## src/inc/uotg_pkg.sv

```systemverilog
// shared constants and types of the otg status and interrupt block
`default_nettype none
package uotg_pkg;
  // ----------------------------------------
  // bus geometry
  // ----------------------------------------
  localparam int ADDR_W = 8;
  localparam int DATA_W = 32;
  localparam logic [1:0] RESP_OKAY = 2'h0;
  localparam logic [1:0] RESP_DECERR = 2'h3;
  // ----------------------------------------
  // register byte offsets
  // ----------------------------------------
  localparam logic [7:0] OFS_LINE_SESSION_STATUS = 8'h00;
  localparam logic [7:0] OFS_EVENT_IRQ_ENABLE = 8'h04;
  localparam logic [7:0] OFS_EVENT_STATUS = 8'h08;
  localparam logic [7:0] OFS_USB_CONTROL = 8'h0C;
  // ----------------------------------------
  // field positions
  // ----------------------------------------
  localparam int STAT_CABLE_BIT = 7;
  localparam int STAT_LINE_STABLE_BIT = 5;
  localparam int STAT_SESSION_VALID_BIT = 3;
  localparam int STAT_SESSION_END_BIT = 2;
  localparam int STAT_SUPPLY_VALID_BIT = 0;
  localparam int EVT_STALL_BIT = 7;
  localparam int EVT_ATTACH_BIT = 6;
  localparam int EVT_RESUME_BIT = 5;
  localparam int EVT_IDLE_BIT = 4;
  localparam int EVT_TOKEN_DONE_BIT = 3;
  localparam int EVT_FRAME_START_BIT = 2;
  localparam int EVT_ERROR_BIT = 1;
  localparam int EVT_RESET_UNPLUG_BIT = 0;
  localparam int CTRL_HOST_ROLE_BIT = 0;
  // ----------------------------------------
  // reset values
  // ----------------------------------------
  localparam logic [7:0] IRQ_ENABLE_RESET = 8'h00;
  localparam logic [7:0] EVENT_STATUS_RESET = 8'h00;
  localparam logic CONTROL_HOST_RESET = 1'b0;
  // ----------------------------------------
  // timing
  // ----------------------------------------
  localparam int CLK_FREQ_KHZ = 125000;
  localparam int LINE_STABLE_TIME_MS = 1;
  localparam int LINE_STABLE_CYCLES = LINE_STABLE_TIME_MS * CLK_FREQ_KHZ;
  localparam int STABLE_CNT_W = 17;
  typedef logic [STABLE_CNT_W-1:0] uotg_cnt_t;
  // ----------------------------------------
  // carriers and states
  // ----------------------------------------
  typedef struct packed {
    logic stall;
    logic attach;
    logic resume;
    logic bus_idle;
    logic token_done;
    logic frame_start;
    logic error;
    logic bus_reset;
    logic unplug;
  } uotg_evt_in_t;
  typedef struct packed {
    logic cable_type_sense;
    logic se0;
    logic j_line_indication;
    logic session_valid;
    logic session_end;
    logic supply_valid;
  } uotg_pins_t;
  typedef enum logic [1:0] {
    WR_IDLE = 2'h0,
    WR_HAVE_ADDR = 2'h1,
    WR_RESP = 2'h3,
    WR_HAVE_DATA = 2'h2
  } uotg_wr_state_t;
  typedef enum logic {
    RD_IDLE = 1'h0,
    RD_DATA = 1'h1
  } uotg_rd_state_t;
endpackage : uotg_pkg
`default_nettype wire

```

## src/hw/uotg_status_irq.sv

```systemverilog
// otg line and session status with usb event interrupt enables
//
// Local design decisions: the AXI4-Lite slave port and the register addresses.
`default_nettype none
// Overview of operation
// - status bit 7 reads 1 with no cable or a B cable and 0 with an A cable plugged in.
// - status bit 5 reads 1 only when se0 and j-state have not changed for the last 1 ms.
// - status bit 3 reads 1 while the bus supply is above session valid in either role.
// - status bit 2 reads 1 when the bus supply is below session valid in the B role.
// - status bit 0 reads 1 when the bus supply is above the valid level in the A role.
// - bits 31 to 8 of all four registers and status bits 6, 4 and 1 always read zero.
// - enable bit 7 lets the stall event interrupt, and blocks it when clear.
// - enable bit 6 lets the attach event interrupt, and blocks it when clear.
// - enable bit 5 lets the resume event interrupt, and blocks it when clear.
// - enable bit 4 lets the bus idle event interrupt, and blocks it when clear.
// - enable bit 3 lets the token done flag interrupt, and blocks it when clear.
// - enable bit 2 lets the frame start flag interrupt, and blocks it when clear.
// - enable bit 1 must be set for an error to reach the combined interrupt flag.
// - in device role enable bit 0 gates the bus reset flag.
// - in host role enable bit 0 gates the unplug flag instead.
module uotg_status_irq #(
  parameter int unsigned LINE_STABLE_CYCLES = uotg_pkg::LINE_STABLE_CYCLES
) (
  input wire logic aclk,
  input wire logic aresetn,
  input wire logic [uotg_pkg::ADDR_W-1:0] s_axi_awaddr,
  input wire logic s_axi_awvalid,
  output logic s_axi_awready,
  input wire logic [uotg_pkg::DATA_W-1:0] s_axi_wdata,
  input wire logic [3:0] s_axi_wstrb,
  input wire logic s_axi_wvalid,
  output logic s_axi_wready,
  output logic [1:0] s_axi_bresp,
  output logic s_axi_bvalid,
  input wire logic s_axi_bready,
  input wire logic [uotg_pkg::ADDR_W-1:0] s_axi_araddr,
  input wire logic s_axi_arvalid,
  output logic s_axi_arready,
  output logic [uotg_pkg::DATA_W-1:0] s_axi_rdata,
  output logic [1:0] s_axi_rresp,
  output logic s_axi_rvalid,
  input wire logic s_axi_rready,
  input wire uotg_pkg::uotg_pins_t line_pins,
  input wire uotg_pkg::uotg_evt_in_t usb_events,
  output logic combined_usb_irq_flag
);

  // ----------------------------------------
  // address decode
  // ----------------------------------------
  // returns {hit, index}
  function automatic logic [2:0] uotg_decode(input logic [uotg_pkg::ADDR_W-1:0] addr);
    logic [2:0] sel;
    sel = 3'h0;
    case (addr)
      uotg_pkg::OFS_LINE_SESSION_STATUS: sel = 3'h4;
      uotg_pkg::OFS_EVENT_IRQ_ENABLE: sel = 3'h5;
      uotg_pkg::OFS_EVENT_STATUS: sel = 3'h6;
      uotg_pkg::OFS_USB_CONTROL: sel = 3'h7;
      default: sel = 3'h0;
    endcase
    return sel;
  endfunction : uotg_decode

  localparam logic [2:0] SEL_STATUS = 3'h4;
  localparam logic [2:0] SEL_ENABLE = 3'h5;
  localparam logic [2:0] SEL_EVENTS = 3'h6;
  localparam logic [2:0] SEL_CONTROL = 3'h7;
  localparam uotg_pkg::uotg_cnt_t STABLE_LIMIT = uotg_pkg::uotg_cnt_t'(LINE_STABLE_CYCLES);

  // ----------------------------------------
  // pin synchronisers
  // ----------------------------------------
  uotg_pkg::uotg_pins_t sync1_ff;
  uotg_pkg::uotg_pins_t sync2_ff;
  uotg_pkg::uotg_pins_t sync3_ff;
  uotg_pkg::uotg_pins_t pins_ff;
  uotg_pkg::uotg_pins_t nxt_pins;
  logic [5:0] agree;

  always_comb begin
    agree = ~(sync2_ff ^ sync3_ff);
    nxt_pins = (sync2_ff & agree) | (pins_ff & ~agree);
  end

  always_ff @(posedge aclk) begin
    if (!aresetn) begin
      sync1_ff <= '0;
      sync2_ff <= '0;
      sync3_ff <= '0;
      pins_ff <= '0;
    end else begin
      sync1_ff <= line_pins;
      sync2_ff <= sync1_ff;
      sync3_ff <= sync2_ff;
      pins_ff <= nxt_pins;
    end
  end

  // ----------------------------------------
  // line state stability timer
  // ----------------------------------------
  logic [1:0] line_prev_ff;
  logic [1:0] nxt_line_prev;
  uotg_pkg::uotg_cnt_t stable_cnt_ff;
  uotg_pkg::uotg_cnt_t nxt_stable_cnt;
  logic line_stable_flag;

  always_comb begin
    nxt_line_prev = {pins_ff.se0, pins_ff.j_line_indication};
    nxt_stable_cnt = stable_cnt_ff;
    if (nxt_line_prev != line_prev_ff) begin
      nxt_stable_cnt = '0;
    end else if (stable_cnt_ff < STABLE_LIMIT) begin
      nxt_stable_cnt = stable_cnt_ff + uotg_pkg::uotg_cnt_t'(1);
    end
  end

  always_ff @(posedge aclk) begin
    if (!aresetn) begin
      line_prev_ff <= 2'h0;
      stable_cnt_ff <= '0;
    end else begin
      line_prev_ff <= nxt_line_prev;
      stable_cnt_ff <= nxt_stable_cnt;
    end
  end

  assign line_stable_flag = (stable_cnt_ff >= STABLE_LIMIT);

  // ----------------------------------------
  // status word
  // ----------------------------------------
  logic [7:0] status_byte;

  always_comb begin
    status_byte = 8'h00;
    status_byte[uotg_pkg::STAT_CABLE_BIT] = pins_ff.cable_type_sense;
    status_byte[uotg_pkg::STAT_LINE_STABLE_BIT] = line_stable_flag;
    status_byte[uotg_pkg::STAT_SESSION_VALID_BIT] = pins_ff.session_valid;
    status_byte[uotg_pkg::STAT_SESSION_END_BIT] = pins_ff.session_end;
    status_byte[uotg_pkg::STAT_SUPPLY_VALID_BIT] = pins_ff.supply_valid;
  end

  // ----------------------------------------
  // write channel
  // ----------------------------------------
  uotg_pkg::uotg_wr_state_t wr_st_ff;
  uotg_pkg::uotg_wr_state_t nxt_wr_st;
  logic [uotg_pkg::ADDR_W-1:0] waddr_ff;
  logic [uotg_pkg::ADDR_W-1:0] nxt_waddr;
  logic [7:0] wdata_ff;
  logic [7:0] nxt_wdata;
  logic wstrb_ff;
  logic nxt_wstrb;
  logic [1:0] bresp_ff;
  logic [1:0] nxt_bresp;
  logic aw_take;
  logic w_take;
  logic do_write;
  logic [2:0] wsel;
  logic [7:0] eff_data;
  logic eff_strb;

  assign s_axi_awready = (wr_st_ff == uotg_pkg::WR_IDLE) || (wr_st_ff == uotg_pkg::WR_HAVE_DATA);
  assign s_axi_wready = (wr_st_ff == uotg_pkg::WR_IDLE) || (wr_st_ff == uotg_pkg::WR_HAVE_ADDR);
  assign s_axi_bvalid = (wr_st_ff == uotg_pkg::WR_RESP);
  assign s_axi_bresp = bresp_ff;
  assign aw_take = s_axi_awvalid && s_axi_awready;
  assign w_take = s_axi_wvalid && s_axi_wready;

  always_comb begin
    nxt_wr_st = wr_st_ff;
    nxt_waddr = waddr_ff;
    nxt_wdata = wdata_ff;
    nxt_wstrb = wstrb_ff;
    nxt_bresp = bresp_ff;
    if (aw_take) begin
      nxt_waddr = s_axi_awaddr;
    end
    if (w_take) begin
      nxt_wdata = s_axi_wdata[7:0];
      nxt_wstrb = s_axi_wstrb[0];
    end
    unique case (wr_st_ff)
      uotg_pkg::WR_IDLE: begin
        if (aw_take && w_take) begin
          nxt_wr_st = uotg_pkg::WR_RESP;
        end else if (aw_take) begin
          nxt_wr_st = uotg_pkg::WR_HAVE_ADDR;
        end else if (w_take) begin
          nxt_wr_st = uotg_pkg::WR_HAVE_DATA;
        end
      end
      uotg_pkg::WR_HAVE_ADDR: begin
        if (w_take) begin
          nxt_wr_st = uotg_pkg::WR_RESP;
        end
      end
      uotg_pkg::WR_HAVE_DATA: begin
        if (aw_take) begin
          nxt_wr_st = uotg_pkg::WR_RESP;
        end
      end
      uotg_pkg::WR_RESP: begin
        if (s_axi_bready) begin
          nxt_wr_st = uotg_pkg::WR_IDLE;
        end
      end
    endcase
    do_write = (nxt_wr_st == uotg_pkg::WR_RESP) && (wr_st_ff != uotg_pkg::WR_RESP);
    wsel = uotg_decode(nxt_waddr);
    eff_data = nxt_wdata;
    eff_strb = nxt_wstrb;
    if (do_write) begin
      nxt_bresp = wsel[2] ? uotg_pkg::RESP_OKAY : uotg_pkg::RESP_DECERR;
    end
  end

  always_ff @(posedge aclk) begin
    if (!aresetn) begin
      wr_st_ff <= uotg_pkg::WR_IDLE;
      waddr_ff <= '0;
      wdata_ff <= 8'h00;
      wstrb_ff <= 1'b0;
      bresp_ff <= uotg_pkg::RESP_OKAY;
    end else begin
      wr_st_ff <= nxt_wr_st;
      waddr_ff <= nxt_waddr;
      wdata_ff <= nxt_wdata;
      wstrb_ff <= nxt_wstrb;
      bresp_ff <= nxt_bresp;
    end
  end

  // ----------------------------------------
  // role select
  // ----------------------------------------
  logic host_role_ff;
  logic nxt_host_role;

  always_comb begin
    nxt_host_role = host_role_ff;
    if (do_write && eff_strb && (wsel == SEL_CONTROL)) begin
      nxt_host_role = eff_data[uotg_pkg::CTRL_HOST_ROLE_BIT];
    end
  end

  always_ff @(posedge aclk) begin
    if (!aresetn) begin
      host_role_ff <= uotg_pkg::CONTROL_HOST_RESET;
    end else begin
      host_role_ff <= nxt_host_role;
    end
  end

  // ----------------------------------------
  // enable and event registers
  // ----------------------------------------
  logic [7:0] irq_en_ff;
  logic [7:0] nxt_irq_en;
  logic [7:0] evt_ff;
  logic [7:0] nxt_evt;
  logic [7:0] evt_set;
  logic [7:0] evt_clr;
  logic byte0_write;

  always_comb begin
    evt_set = 8'h00;
    evt_set[uotg_pkg::EVT_STALL_BIT] = usb_events.stall;
    evt_set[uotg_pkg::EVT_ATTACH_BIT] = usb_events.attach;
    evt_set[uotg_pkg::EVT_RESUME_BIT] = usb_events.resume;
    evt_set[uotg_pkg::EVT_IDLE_BIT] = usb_events.bus_idle;
    evt_set[uotg_pkg::EVT_TOKEN_DONE_BIT] = usb_events.token_done;
    evt_set[uotg_pkg::EVT_FRAME_START_BIT] = usb_events.frame_start;
    evt_set[uotg_pkg::EVT_ERROR_BIT] = usb_events.error;
    // bit 0 source follows the role
    evt_set[uotg_pkg::EVT_RESET_UNPLUG_BIT] = host_role_ff ?
      usb_events.unplug :
      usb_events.bus_reset;
    byte0_write = do_write && eff_strb;
    nxt_irq_en = irq_en_ff;
    evt_clr = 8'h00;
    if (byte0_write && (wsel == SEL_ENABLE)) begin
      nxt_irq_en = eff_data;
    end
    if (byte0_write && (wsel == SEL_EVENTS)) begin
      evt_clr = eff_data;
    end
    // a new event beats a clear in the same cycle
    nxt_evt = (evt_ff & ~evt_clr) | evt_set;
  end

  always_ff @(posedge aclk) begin
    if (!aresetn) begin
      irq_en_ff <= uotg_pkg::IRQ_ENABLE_RESET;
      evt_ff <= uotg_pkg::EVENT_STATUS_RESET;
    end else begin
      irq_en_ff <= nxt_irq_en;
      evt_ff <= nxt_evt;
    end
  end

  // ----------------------------------------
  // interrupt output
  // ----------------------------------------
  logic irq_ff;
  logic nxt_irq;

  always_comb begin
    // each flag reaches the output only through its enable bit
    nxt_irq = |(evt_ff & irq_en_ff);
  end

  always_ff @(posedge aclk) begin
    if (!aresetn) begin
      irq_ff <= 1'b0;
    end else begin
      irq_ff <= nxt_irq;
    end
  end

  assign combined_usb_irq_flag = irq_ff;

  // ----------------------------------------
  // read channel
  // ----------------------------------------
  uotg_pkg::uotg_rd_state_t rd_st_ff;
  uotg_pkg::uotg_rd_state_t nxt_rd_st;
  logic [uotg_pkg::DATA_W-1:0] rdata_ff;
  logic [uotg_pkg::DATA_W-1:0] nxt_rdata;
  logic [1:0] rresp_ff;
  logic [1:0] nxt_rresp;
  logic [2:0] rsel;

  assign s_axi_arready = (rd_st_ff == uotg_pkg::RD_IDLE);
  assign s_axi_rvalid = (rd_st_ff == uotg_pkg::RD_DATA);
  assign s_axi_rdata = rdata_ff;
  assign s_axi_rresp = rresp_ff;

  always_comb begin
    nxt_rd_st = rd_st_ff;
    nxt_rdata = rdata_ff;
    nxt_rresp = rresp_ff;
    rsel = uotg_decode(s_axi_araddr);
    unique case (rd_st_ff)
      uotg_pkg::RD_IDLE: begin
        if (s_axi_arvalid) begin
          nxt_rd_st = uotg_pkg::RD_DATA;
          nxt_rresp = rsel[2] ? uotg_pkg::RESP_OKAY : uotg_pkg::RESP_DECERR;
          // upper bits always read zero
          nxt_rdata = '0;
          case (rsel)
            SEL_STATUS: nxt_rdata[7:0] = status_byte;
            SEL_ENABLE: nxt_rdata[7:0] = irq_en_ff;
            SEL_EVENTS: nxt_rdata[7:0] = evt_ff;
            SEL_CONTROL: nxt_rdata[uotg_pkg::CTRL_HOST_ROLE_BIT] = host_role_ff;
            default: nxt_rdata = '0;
          endcase
        end
      end
      uotg_pkg::RD_DATA: begin
        if (s_axi_rready) begin
          nxt_rd_st = uotg_pkg::RD_IDLE;
        end
      end
    endcase
  end

  always_ff @(posedge aclk) begin
    if (!aresetn) begin
      rd_st_ff <= uotg_pkg::RD_IDLE;
      rdata_ff <= '0;
      rresp_ff <= uotg_pkg::RESP_OKAY;
    end else begin
      rd_st_ff <= nxt_rd_st;
      rdata_ff <= nxt_rdata;
      rresp_ff <= nxt_rresp;
    end
  end

endmodule : uotg_status_irq
`default_nettype wire

```

## config.mk

```make
export PLATFORM = sky130hd
export DESIGN_NAME = uotg_status_irq
export DESIGN_NICKNAME = d
export VERILOG_FILES = /design/src/inc/uotg_pkg.sv /design/src/hw/uotg_status_irq.sv
export SDC_FILE = /design/constraint.sdc
export NUM_CORES = 1
export LEC_CHECK = 0
export BUFFER_PORTS_ARGS = -buffer_cell sky130_fd_sc_hd__buf_2
export CELL_PAD_IN_SITES_DETAIL_PLACEMENT = 1
export CELL_PAD_IN_SITES_GLOBAL_PLACEMENT = 1
export CORE_MARGIN = 4
export CORE_UTILIZATION = 34
export DETAILED_ROUTE_END_ITERATION = 7
export MAX_ROUTING_LAYER = met4
export PLACE_DENSITY = 0.78
export SYNTH_ARGS = -nofsm -noshare
export SYNTH_HDL_FRONTEND = slang
export SYNTH_SLANG_ARGS = --single-unit
```

## constraint.sdc

```tcl
create_clock -name aclk -period 1.67 [get_ports aclk]
set_input_delay 0.167 -clock aclk [delete_from_list [all_inputs] [get_ports aclk]]
set_output_delay 0.167 -clock aclk [all_outputs]
set_load 0.01 [all_outputs]
```

==> flow_summary.ini, run 1 <==
[die]
fp.coreArea_um2 = 11400
die_x_um = 116
ioPinCount = 116
initial_core_util = 0.349
dieArea_um2 = 13500
rows = 39
die_h_um = 116

[clock_network]
cts_buffer_depth = 2
cts.sinks = 91
numCtsBuffers = 9
cts_root_buf = clkbuf_16
cts_hold_buf = 0
path_clk_slew_ns = 0.06
cts_tree = built
h-tree-depth = 3
clock_latency_ns = 0.33

[logic_synthesis]
synth_cell_types = 52
synth_edf_count = 0
yosysSeqAreaShare = 0.457
syn_inst = 447
synthesis.area_um2 = 3980
synth-main-ff-cell = dfxtp_1
synthArstFlopShare = 0
synth_seq_cells = 91
yosys_warnings = 0
syn_area_per_cell_um2 = 8.91

[sta]
setup_slack_ns = -0.0634
fmax_mhz = 577
final_hold_viol_count = 0
skew_ns = 0.00373
setup_viol = 9
rsz0062_at_grt = yes
fin_crit_sh = 1.04
final_max_slew_viol_count = 0
fin_crit_ns = 1.73

[placement]
place.port_buffers = 64
routabilityCongestion = 0.830
dp_slack_ns = -0.306
dp_hpwl_um = 8120
place_area_um2 = 4620

[layout]
diodes = 0
drive_above_1_share = 0.278
multi_input_area_um2 = 2050
nFillCells = 1376
final_cell_mix = 86 x dfxtp_1, 64 x buf_2, 47 x nand2_1
final_nets = 618
area_growth_pct = 27.0
seq_area_um2 = 1830
final_common_cell = dfxtp_1
fin_area_um2 = 5060

[pwr]
power_leakage_uw = 0.00208
irDropWorstVdd_v = 0.000588
finalPower_uw = 4730
power_per_cell_area_nw_per_um2 = 935

[grt]
grt_usage = 0.174
grt_max_degree = 36
overflow = 0
grt_pass1_vias = 3717
antenna_found_initial = 0
grt_pass1_wl_um = 18200

[drt]
ant_nets = 0
dr.pass1.iters = 4
drc = 0
post_drt_wl_per_cell_um = 16.3
vias = 3555
drtIter0Drc = 128
wl_um = 11200
vias_per_cell = 5.15

[worst_setup_path]
cp_data_arrival_time_ns = 1.96
worstSetupStartpointType = register
crit_path_end_kind = register
worstReg2RegEnd = irq_en_ff[5]
crit_slowest_cell = dfxtp_2
crit_chain = buf_6 > nor2_1 > o32a_1 > a221oi_4 > buf_12 > mux2_4
crit_fanout = 8
reg2reg_slack_ns = -0.06
required_ns = 1.89
r2r_start = wr_st_ff[0]
crit_type = register to register
slowest_delay_ns = 0.36
reg2reg_depth = 6

[outcome]
violations = negative setup slack
status = finished with violations

[min_path]
hp-start = s_axi_bready
hold_end = wr_st_ff[0]
holdCritPathClass = input pin to register
worstHoldPathCells = 2

[run]
max_cap_violations = 0
cell families (layout without fill, tap and decap cells):
logic type,count (synthesis),count (layout),synth area share
buffers and inverters,55,132,0.0779
and+or+nand+nor,164,164,0.212
adders and majority gates,2,2,0.00628
AOI/OAI and AO/OA,104,104,0.166
muxes,26,26,0.0710
xor gates and xnor gates,4,4,0.00880
DFF,91,91,0.457
other,1,24,0.000942
state kept, by name, summed over array words and instances (netlist names), named ones only:
name                   flops
combined_usb_irq_flag      1
evt_ff                     8
host_role_ff               1
irq_en_ff                  8
line_prev_ff               2
s_axi_bresp                1
s_axi_rdata                8
s_axi_rresp                1
s_axi_rvalid               1
stable_cnt_ff             17
sync1_ff                   6
sync2_ff                   6
sync3_ff                   6
waddr_ff                   8
wdata_ff                   8
wr_st_ff                   2
wstrb_ff                   1
worst max path at each step:
stage	start	endpoint	slack (ns)
final	wr_st_ff[0]	irq_en_ff[5]	-0.06
after global routing	waddr_ff[0]	irq_en_ff[2]	-0.12
after CTS	waddr_ff[0]	irq_en_ff[6]	-0.08
after detailed placement	wr_st_ff[0]	irq_en_ff[4]	-0.31
after global placement	wr_st_ff[0]	irq_en_ff[4]	-0.15
after floorplan	waddr_ff[5]	irq_en_ff[3]	-0.02
synthesized netlist by cell type (3+ instances only):
library cell	n	area, um2
a31oi_1	4	25.0
nor2b_1	4	25.0
a2111o_1	6	67.6
a21oi_1	43	215
a211oi_1	3	22.5
mux2_2	6	67.6
and2_1	28	175
nor3_1	10	50.1
nand3_1	23	115
clkbuf_1	13	48.8
o21ai_0	26	130
o2bb2ai_1	3	26.3
a22oi_1	4	30.0
dfxtp_1	91	1820
and3_1	4	25.0
xnor2_1	3	26.3
nor4_1	3	18.8
nand2b_1	9	56.3
nand4_1	4	25.0
mux2i_1	17	170
nor2_1	19	71.3
nand2_1	48	180
a22o_1	4	35.0
inv_1	9	33.8
buf_4	27	203
buf_1	3	11.3
final cells by class:
type,count,area share
inverter,10,0.00742
clock inverter,3,0.00420
tap,143,0.0354
sequential,91,0.361
clock buffer,13,0.0534
timing repair buffer,106,0.132
multi-input combinational,324,0.406
per-stage QoR:
stage                util  setup TNS, ns  hold WS (ns)  std cells
global placement    0.405          -1.10         0.375        672
CTS                 0.440         -0.574        0.0256        690
finish              0.443         -0.439        0.0323        690
global route        0.443          -1.03        0.0285        690
floorplan               -         -0.130         0.257        470
detailed placement  0.405          -3.55         0.377        672
layer usage:
metal | up-vias | part of all wire | wire length [um] | GRT usage
met5 | - | 0 | 0 | -
met1 | 1757 | 0.42 | 4700 | 0.195
met4 | 0 | 0.019 | 209 | 0.0650
li1 | 1718 | - | - | -
met2 | 63 | 0.53 | 5980 | 0.310
met3 | 17 | 0.030 | 332 | 0.0275
critical path, delay by kind of cell (launching register included):
family	cells	cell delay, ns
AND/OR/NAND/NOR	1	0.06
flip-flops	1	0.36
multiplexers	1	0.30
AO/OA/AOI/OAI	2	0.59
buffers and inverters	2	0.30
power by group:
part	switching (uW)	internal [uW]	leakage [uW]
Combinational	270	201	0.00120
Clock	829	1130	0.000142
Sequential	52.0	2250	0.000745
Total	1150	3580	0.00208
what timing repair did:
action | 4_1_cts | 5_1_grt
setup buffers | 2 | 0
endpoints found under the setup margin | 18 | 22
pin swaps | 4 | 3
endpoints found under the hold margin | 0 | 0
resized for setup | 22 | 10
Note: power is estimated with default switching activity, not from simulation.
==> run 2: changes to the inputs <==
Settings changed: RECOVER_POWER set to 50.
==> flow_summary.ini, run 2 (synthesized netlist as in run 1, its figures left out) <==
[outcome]
violations = negative setup slack
status = finished with violations

[die]
initial_core_util = 0.349
dieArea_um2 = 13500
fp.coreArea_um2 = 11400
die_x_um = 116
ioPinCount = 116
die_h_um = 116
rows = 39

[layout]
nFillCells = 1385
diodes = 0
drive_above_1_share = 0.247
final_common_cell = dfxtp_1
top_register = stable_cnt_ff
final_cell_mix = 86 x dfxtp_1, 50 x buf_2, 47 x nand2_1
fin_area_um2 = 5030
largest_reg_flops = 17
area_growth_pct = 26.3
final_nets = 618
post-route-util = 0.441

[grt]
antenna_found_initial = 0
overflow = 0
grt_usage = 0.174
grt_max_degree = 36
grt_pass1_wl_um = 18200
grt_pass1_vias = 3717

[sta]
slew_headroom = 0.199
timing.setup.tns_ns = -0.402
fin_crit_ns = 1.73
worst-slew-pin-transition_ns = 1.20
final_max_slew_viol_count = 0
setup_slack_ns = -0.0582
rsz0062_at_grt = yes
fin_crit_sh = 1.03
skew_ns = 0.00415
fmax_mhz = 579
hold_ws_ns = 0.0322
setup_viol = 9
final_hold_viol_count = 0

[worst_setup_path]
crit_chain = buf_6 > nor2_1 > o32a_1 > a221oi_4 > buf_12 > mux2_4
cp_top_family = compound AO/OA/AOI/OAI gates
worstReg2RegEnd = irq_en_ff[3]
cp_data_arrival_time_ns = 1.95
required_ns = 1.89
r2r_start = wr_st_ff[0]
critPathBufInv = 2
reg2reg_slack_ns = -0.06
crit_slowest_cell = dfxtp_2
reg2reg_depth = 6
slowest_delay_ns = 0.36
crit_path_end_kind = register
crit_type = register to register
crit_fanout = 8
worstSetupStartpointType = register

[drt]
drc = 0
drtIter0Drc = 116
post_drt_wl_per_cell_um = 16.3
vias = 3554
dr.pass1.iters = 4
wl_um = 11200
ant_nets = 0
vias_per_cell = 5.15

[min_path]
worstHoldPathCells = 2
holdCritPathClass = input pin to register
hp-start = s_axi_bready
hold_end = wr_st_ff[0]

[pwr]
p_sw_uw = 1150
power_leakage_uw = 0.00201
switching_share = 0.244
p_comb_frac = 0.098
finalPower_uw = 4730
power_per_cell_area_nw_per_um2 = 940
p_clk_frac = 0.415
seqPwrFrac = 0.486
power.internal_uw = 3570
irDropWorstVdd_v = 0.000588

[placement]
routabilityCongestion = 0.830
place.port_buffers = 64
place_area_um2 = 4620
dp_hpwl_um = 8120

[clock_network]
cts_tree = built
numCtsBuffers = 9
path_clk_slew_ns = 0.06
cts.sinks = 91
cts_root_buf = clkbuf_16
h-tree-depth = 3
cts_buffer_depth = 2
clock_latency_ns = 0.34

[run]
max_cap_violations = 0
==> run 2: changes by cell type in the layout (fill, tap and decap cells not counted) <==
cell      before  now
clkbuf_1       1   18
buf_2         64   50
and2_0         0   10
and2_1        28   18
buf_4         38   35
==> run 2: worst register-to-register path: stages, from the launching register on <==
cell and delay [ns]:
dfxtp_2 0.36, buf_6 0.12, nor2_1 0.06, o32a_1 0.33, a221oi_4 0.26, buf_12 0.18, mux2_4 0.30
==> run 2: through the flow <==
step | std cells | setup slack, ns
2_1_floorplan | 470 | -0.0244
3_3_place_gp | 672 | -0.147
3_5_place_dp | 672 | -0.306
4_1_cts | 690 | -0.0848
5_1_grt | 690 | -0.116
6_report | 690 | -0.0582
==> run 2: repair_timing <==
action | CTS | global route
endpoints found under the setup margin | 18 | 22
buffers inserted | 2 | 0
gates resized for setup | 22 | 10
hold buffers | 0 | 0
pin swaps | 4 | 3
endpoints found under the hold margin | 0 | 0
==> run 2: area by class of cell <==
type / instances / area, um2 / area share
Clock buffer: 13 / 270 / 0.0537
Sequential cell: 91 / 1830 / 0.363
Clock inverter: 3 / 21.3 / 0.00423
Timing Repair Buffer: 106 / 639 / 0.127
Inverter: 10 / 37.5 / 0.00746
Multi-Input combinational cell: 324 / 2050 / 0.408
Tap cell: 143 / 179 / 0.0356
==> run 2: how the worst max path moves through the flow <==
stage | depth (start not counted) | to | startpoint
after CTS | 5 | irq_en_ff[6] | waddr_ff[0]
after global placement | 5 | irq_en_ff[4] | wr_st_ff[0]
after global routing | 5 | irq_en_ff[2] | waddr_ff[0]
final | 6 | irq_en_ff[3] | wr_st_ff[0]
after floorplan | 4 | irq_en_ff[3] | waddr_ff[5]
after detailed placement | 5 | irq_en_ff[4] | wr_st_ff[0]
==> run 2: power by group through the flow <==
stage	logic (uW)	registers [uW]	clock network, uW
after detailed placement	437	2340	0
after global placement	415	2330	0
after CTS	463	2300	1990
final	464	2300	1960
after floorplan	282	2330	0
after global routing	513	2310	2100
==> run 2: layer usage <==
layer / part of all wire / global-route usage
met2: 0.53 / 0.310
met3: 0.029 / 0.0275
met4: 0.019 / 0.0650
met1: 0.42 / 0.195
met5: 0 / -
==> run 3: changes to the inputs <==
Settings changed: SKIP_LAST_GASP set to 1.
==> flow_summary.ini, run 3 (synthesized netlist as in run 1, its figures left out) <==
[outcome]
status = finished with violations
violations = negative setup slack

[worst_setup_path]
worstSetupStartpointType = register
required_ns = 1.89
r2r_start = wr_st_ff[0]
reg2reg_depth = 6
worstReg2RegEnd = irq_en_ff[3]
crit_start = wr_st_ff[0]
reg2reg_slack_ns = -0.06
cp_data_arrival_time_ns = 1.95
crit_type = register to register
crit_path_end_kind = register
crit_fanout = 8
cp-endpoint = irq_en_ff[3]

[sta]
fmax_mhz = 579
skew_ns = 0.00453
fin_crit_sh = 1.03
fin_crit_ns = 1.73
worst-slew-pin-transition_ns = 1.23
final_max_slew_viol_count = 0
final_hold_viol_count = 0
setup_slack_ns = -0.0576
rsz0062_at_grt = yes
setup_viol = 9
slew_headroom = 0.180

[die]
dieArea_um2 = 13500
ioPinCount = 116
die_x_um = 116
die_h_um = 116
initial_core_util = 0.349
rows = 39
fp.coreArea_um2 = 11400

[layout]
top_register = stable_cnt_ff
nFillCells = 1385
final_nets = 618
diodes = 0
drive_above_1_share = 0.249
stdcell_count = 690
final_cell_mix = 86 x dfxtp_1, 50 x buf_2, 47 x nand2_1
largest_reg_flops = 17
final_common_cell = dfxtp_1
area_growth_pct = 26.4

[clock_network]
path_clk_slew_ns = 0.06
cts_tree = built
cts_root_buf = clkbuf_16
h-tree-depth = 3
numCtsBuffers = 9
cts_buffer_depth = 2
cts.sinks = 91
cts_hold_buf = 0
clock_latency_ns = 0.34

[grt]
antenna_found_initial = 0
top_usage_layer = met2
gr-usage-met1 = 0.196
grt_util_met2 = 0.312
grt_pass1_wl_um = 18100
grt_usage = 0.174
grt_max_degree = 36
overflow = 0
grt_pass1_vias = 3708
grt_use_met3 = 0.0269

[drt]
ant_nets = 0
drtIter0Drc = 135
post_drt_wl_per_cell_um = 16.2
dr.pass1.iters = 4
vias = 3545
drc = 0
wl_um = 11200
vias_per_cell = 5.14

[pwr]
finalPower_uw = 4730
irDropWorstVdd_v = 0.000594
power_leakage_uw = 0.00201
power_per_cell_area_nw_per_um2 = 939

[placement]
placed_cells_incl_taps = 672
routabilityCongestion = 0.830
dp_slack_ns = -0.306
place.port_buffers = 64
dp_hpwl_um = 8120

[run]
max_cap_violations = 0

[min_path]
holdCritPathClass = input pin to register
[run 3: changes by cell type in the layout (fill, tap and decap cells not counted)]
cell	previous run	this run
buf_4	35	36
clkbuf_1	18	17
[run 3: report_power, final]
group          switching (uW)  internal, uW  total, uW  leakage, uW
clock network             832          1130       1960     0.000142
logic                     269           196        464      0.00112
registers                51.8          2250       2300     0.000745
total                    1150          3570       4730      0.00201
[run 3: area by class of cell]
cell class / count / area, um2 / area share
sequential: 91 / 1830 / 0.363
inverter: 10 / 37.5 / 0.00746
multi-input combinational: 324 / 2050 / 0.408
timing repair buffer: 106 / 643 / 0.128
clock inverter: 3 / 21.3 / 0.00423
clock buffer: 13 / 270 / 0.0537
tap: 143 / 179 / 0.0355
[run 3: through the flow]
stage / hold WS, ns / utilization / area [um2] / TNS [ns]
floorplan: 0.257 / - / 4070 / -0.130
global placement: 0.375 / 0.405 / 4620 / -1.10
detailed placement: 0.377 / 0.405 / 4620 / -3.55
CTS: 0.0256 / 0.439 / 5010 / -0.600
global route: 0.0272 / 0.441 / 5030 / -1.03
finish: 0.0314 / 0.441 / 5030 / -0.386
[run 3: repair_timing]
item                                    CTS  global route
cloned                                    0             0
setup buffers                             2             0
endpoints found under the setup margin   18            22
hold endpoints to repair                  0             0
pin swaps                                 4             3
gates resized for setup                  21            11
[run 3: worst min-delay path by stage]
stage / startpoint / end / depth (start not counted)
global route: s_axi_bready / wr_st_ff[0] / 2
global placement: line_pins[5] / sync1_ff[5] / 2
finish: s_axi_bready / wr_st_ff[0] / 2
CTS: s_axi_bready / wr_st_ff[1] / 2
floorplan: s_axi_bready / wr_st_ff[1] / 1
detailed placement: line_pins[5] / sync1_ff[5] / 2
[run 3: per-layer routing]
layer  up-vias  wire length [um]
li1       1720                 -
met1      1752              4680
met2        61              6010
met3        12               320
met4         0               157
met5         -                 0
[run 3: critical path: stages (launching register included)]
cell and delay, ns:
dfxtp_2 0.36, buf_6 0.12, nor2_1 0.06, o32a_1 0.33, a221oi_4 0.26, buf_12 0.18
mux2_4 0.30
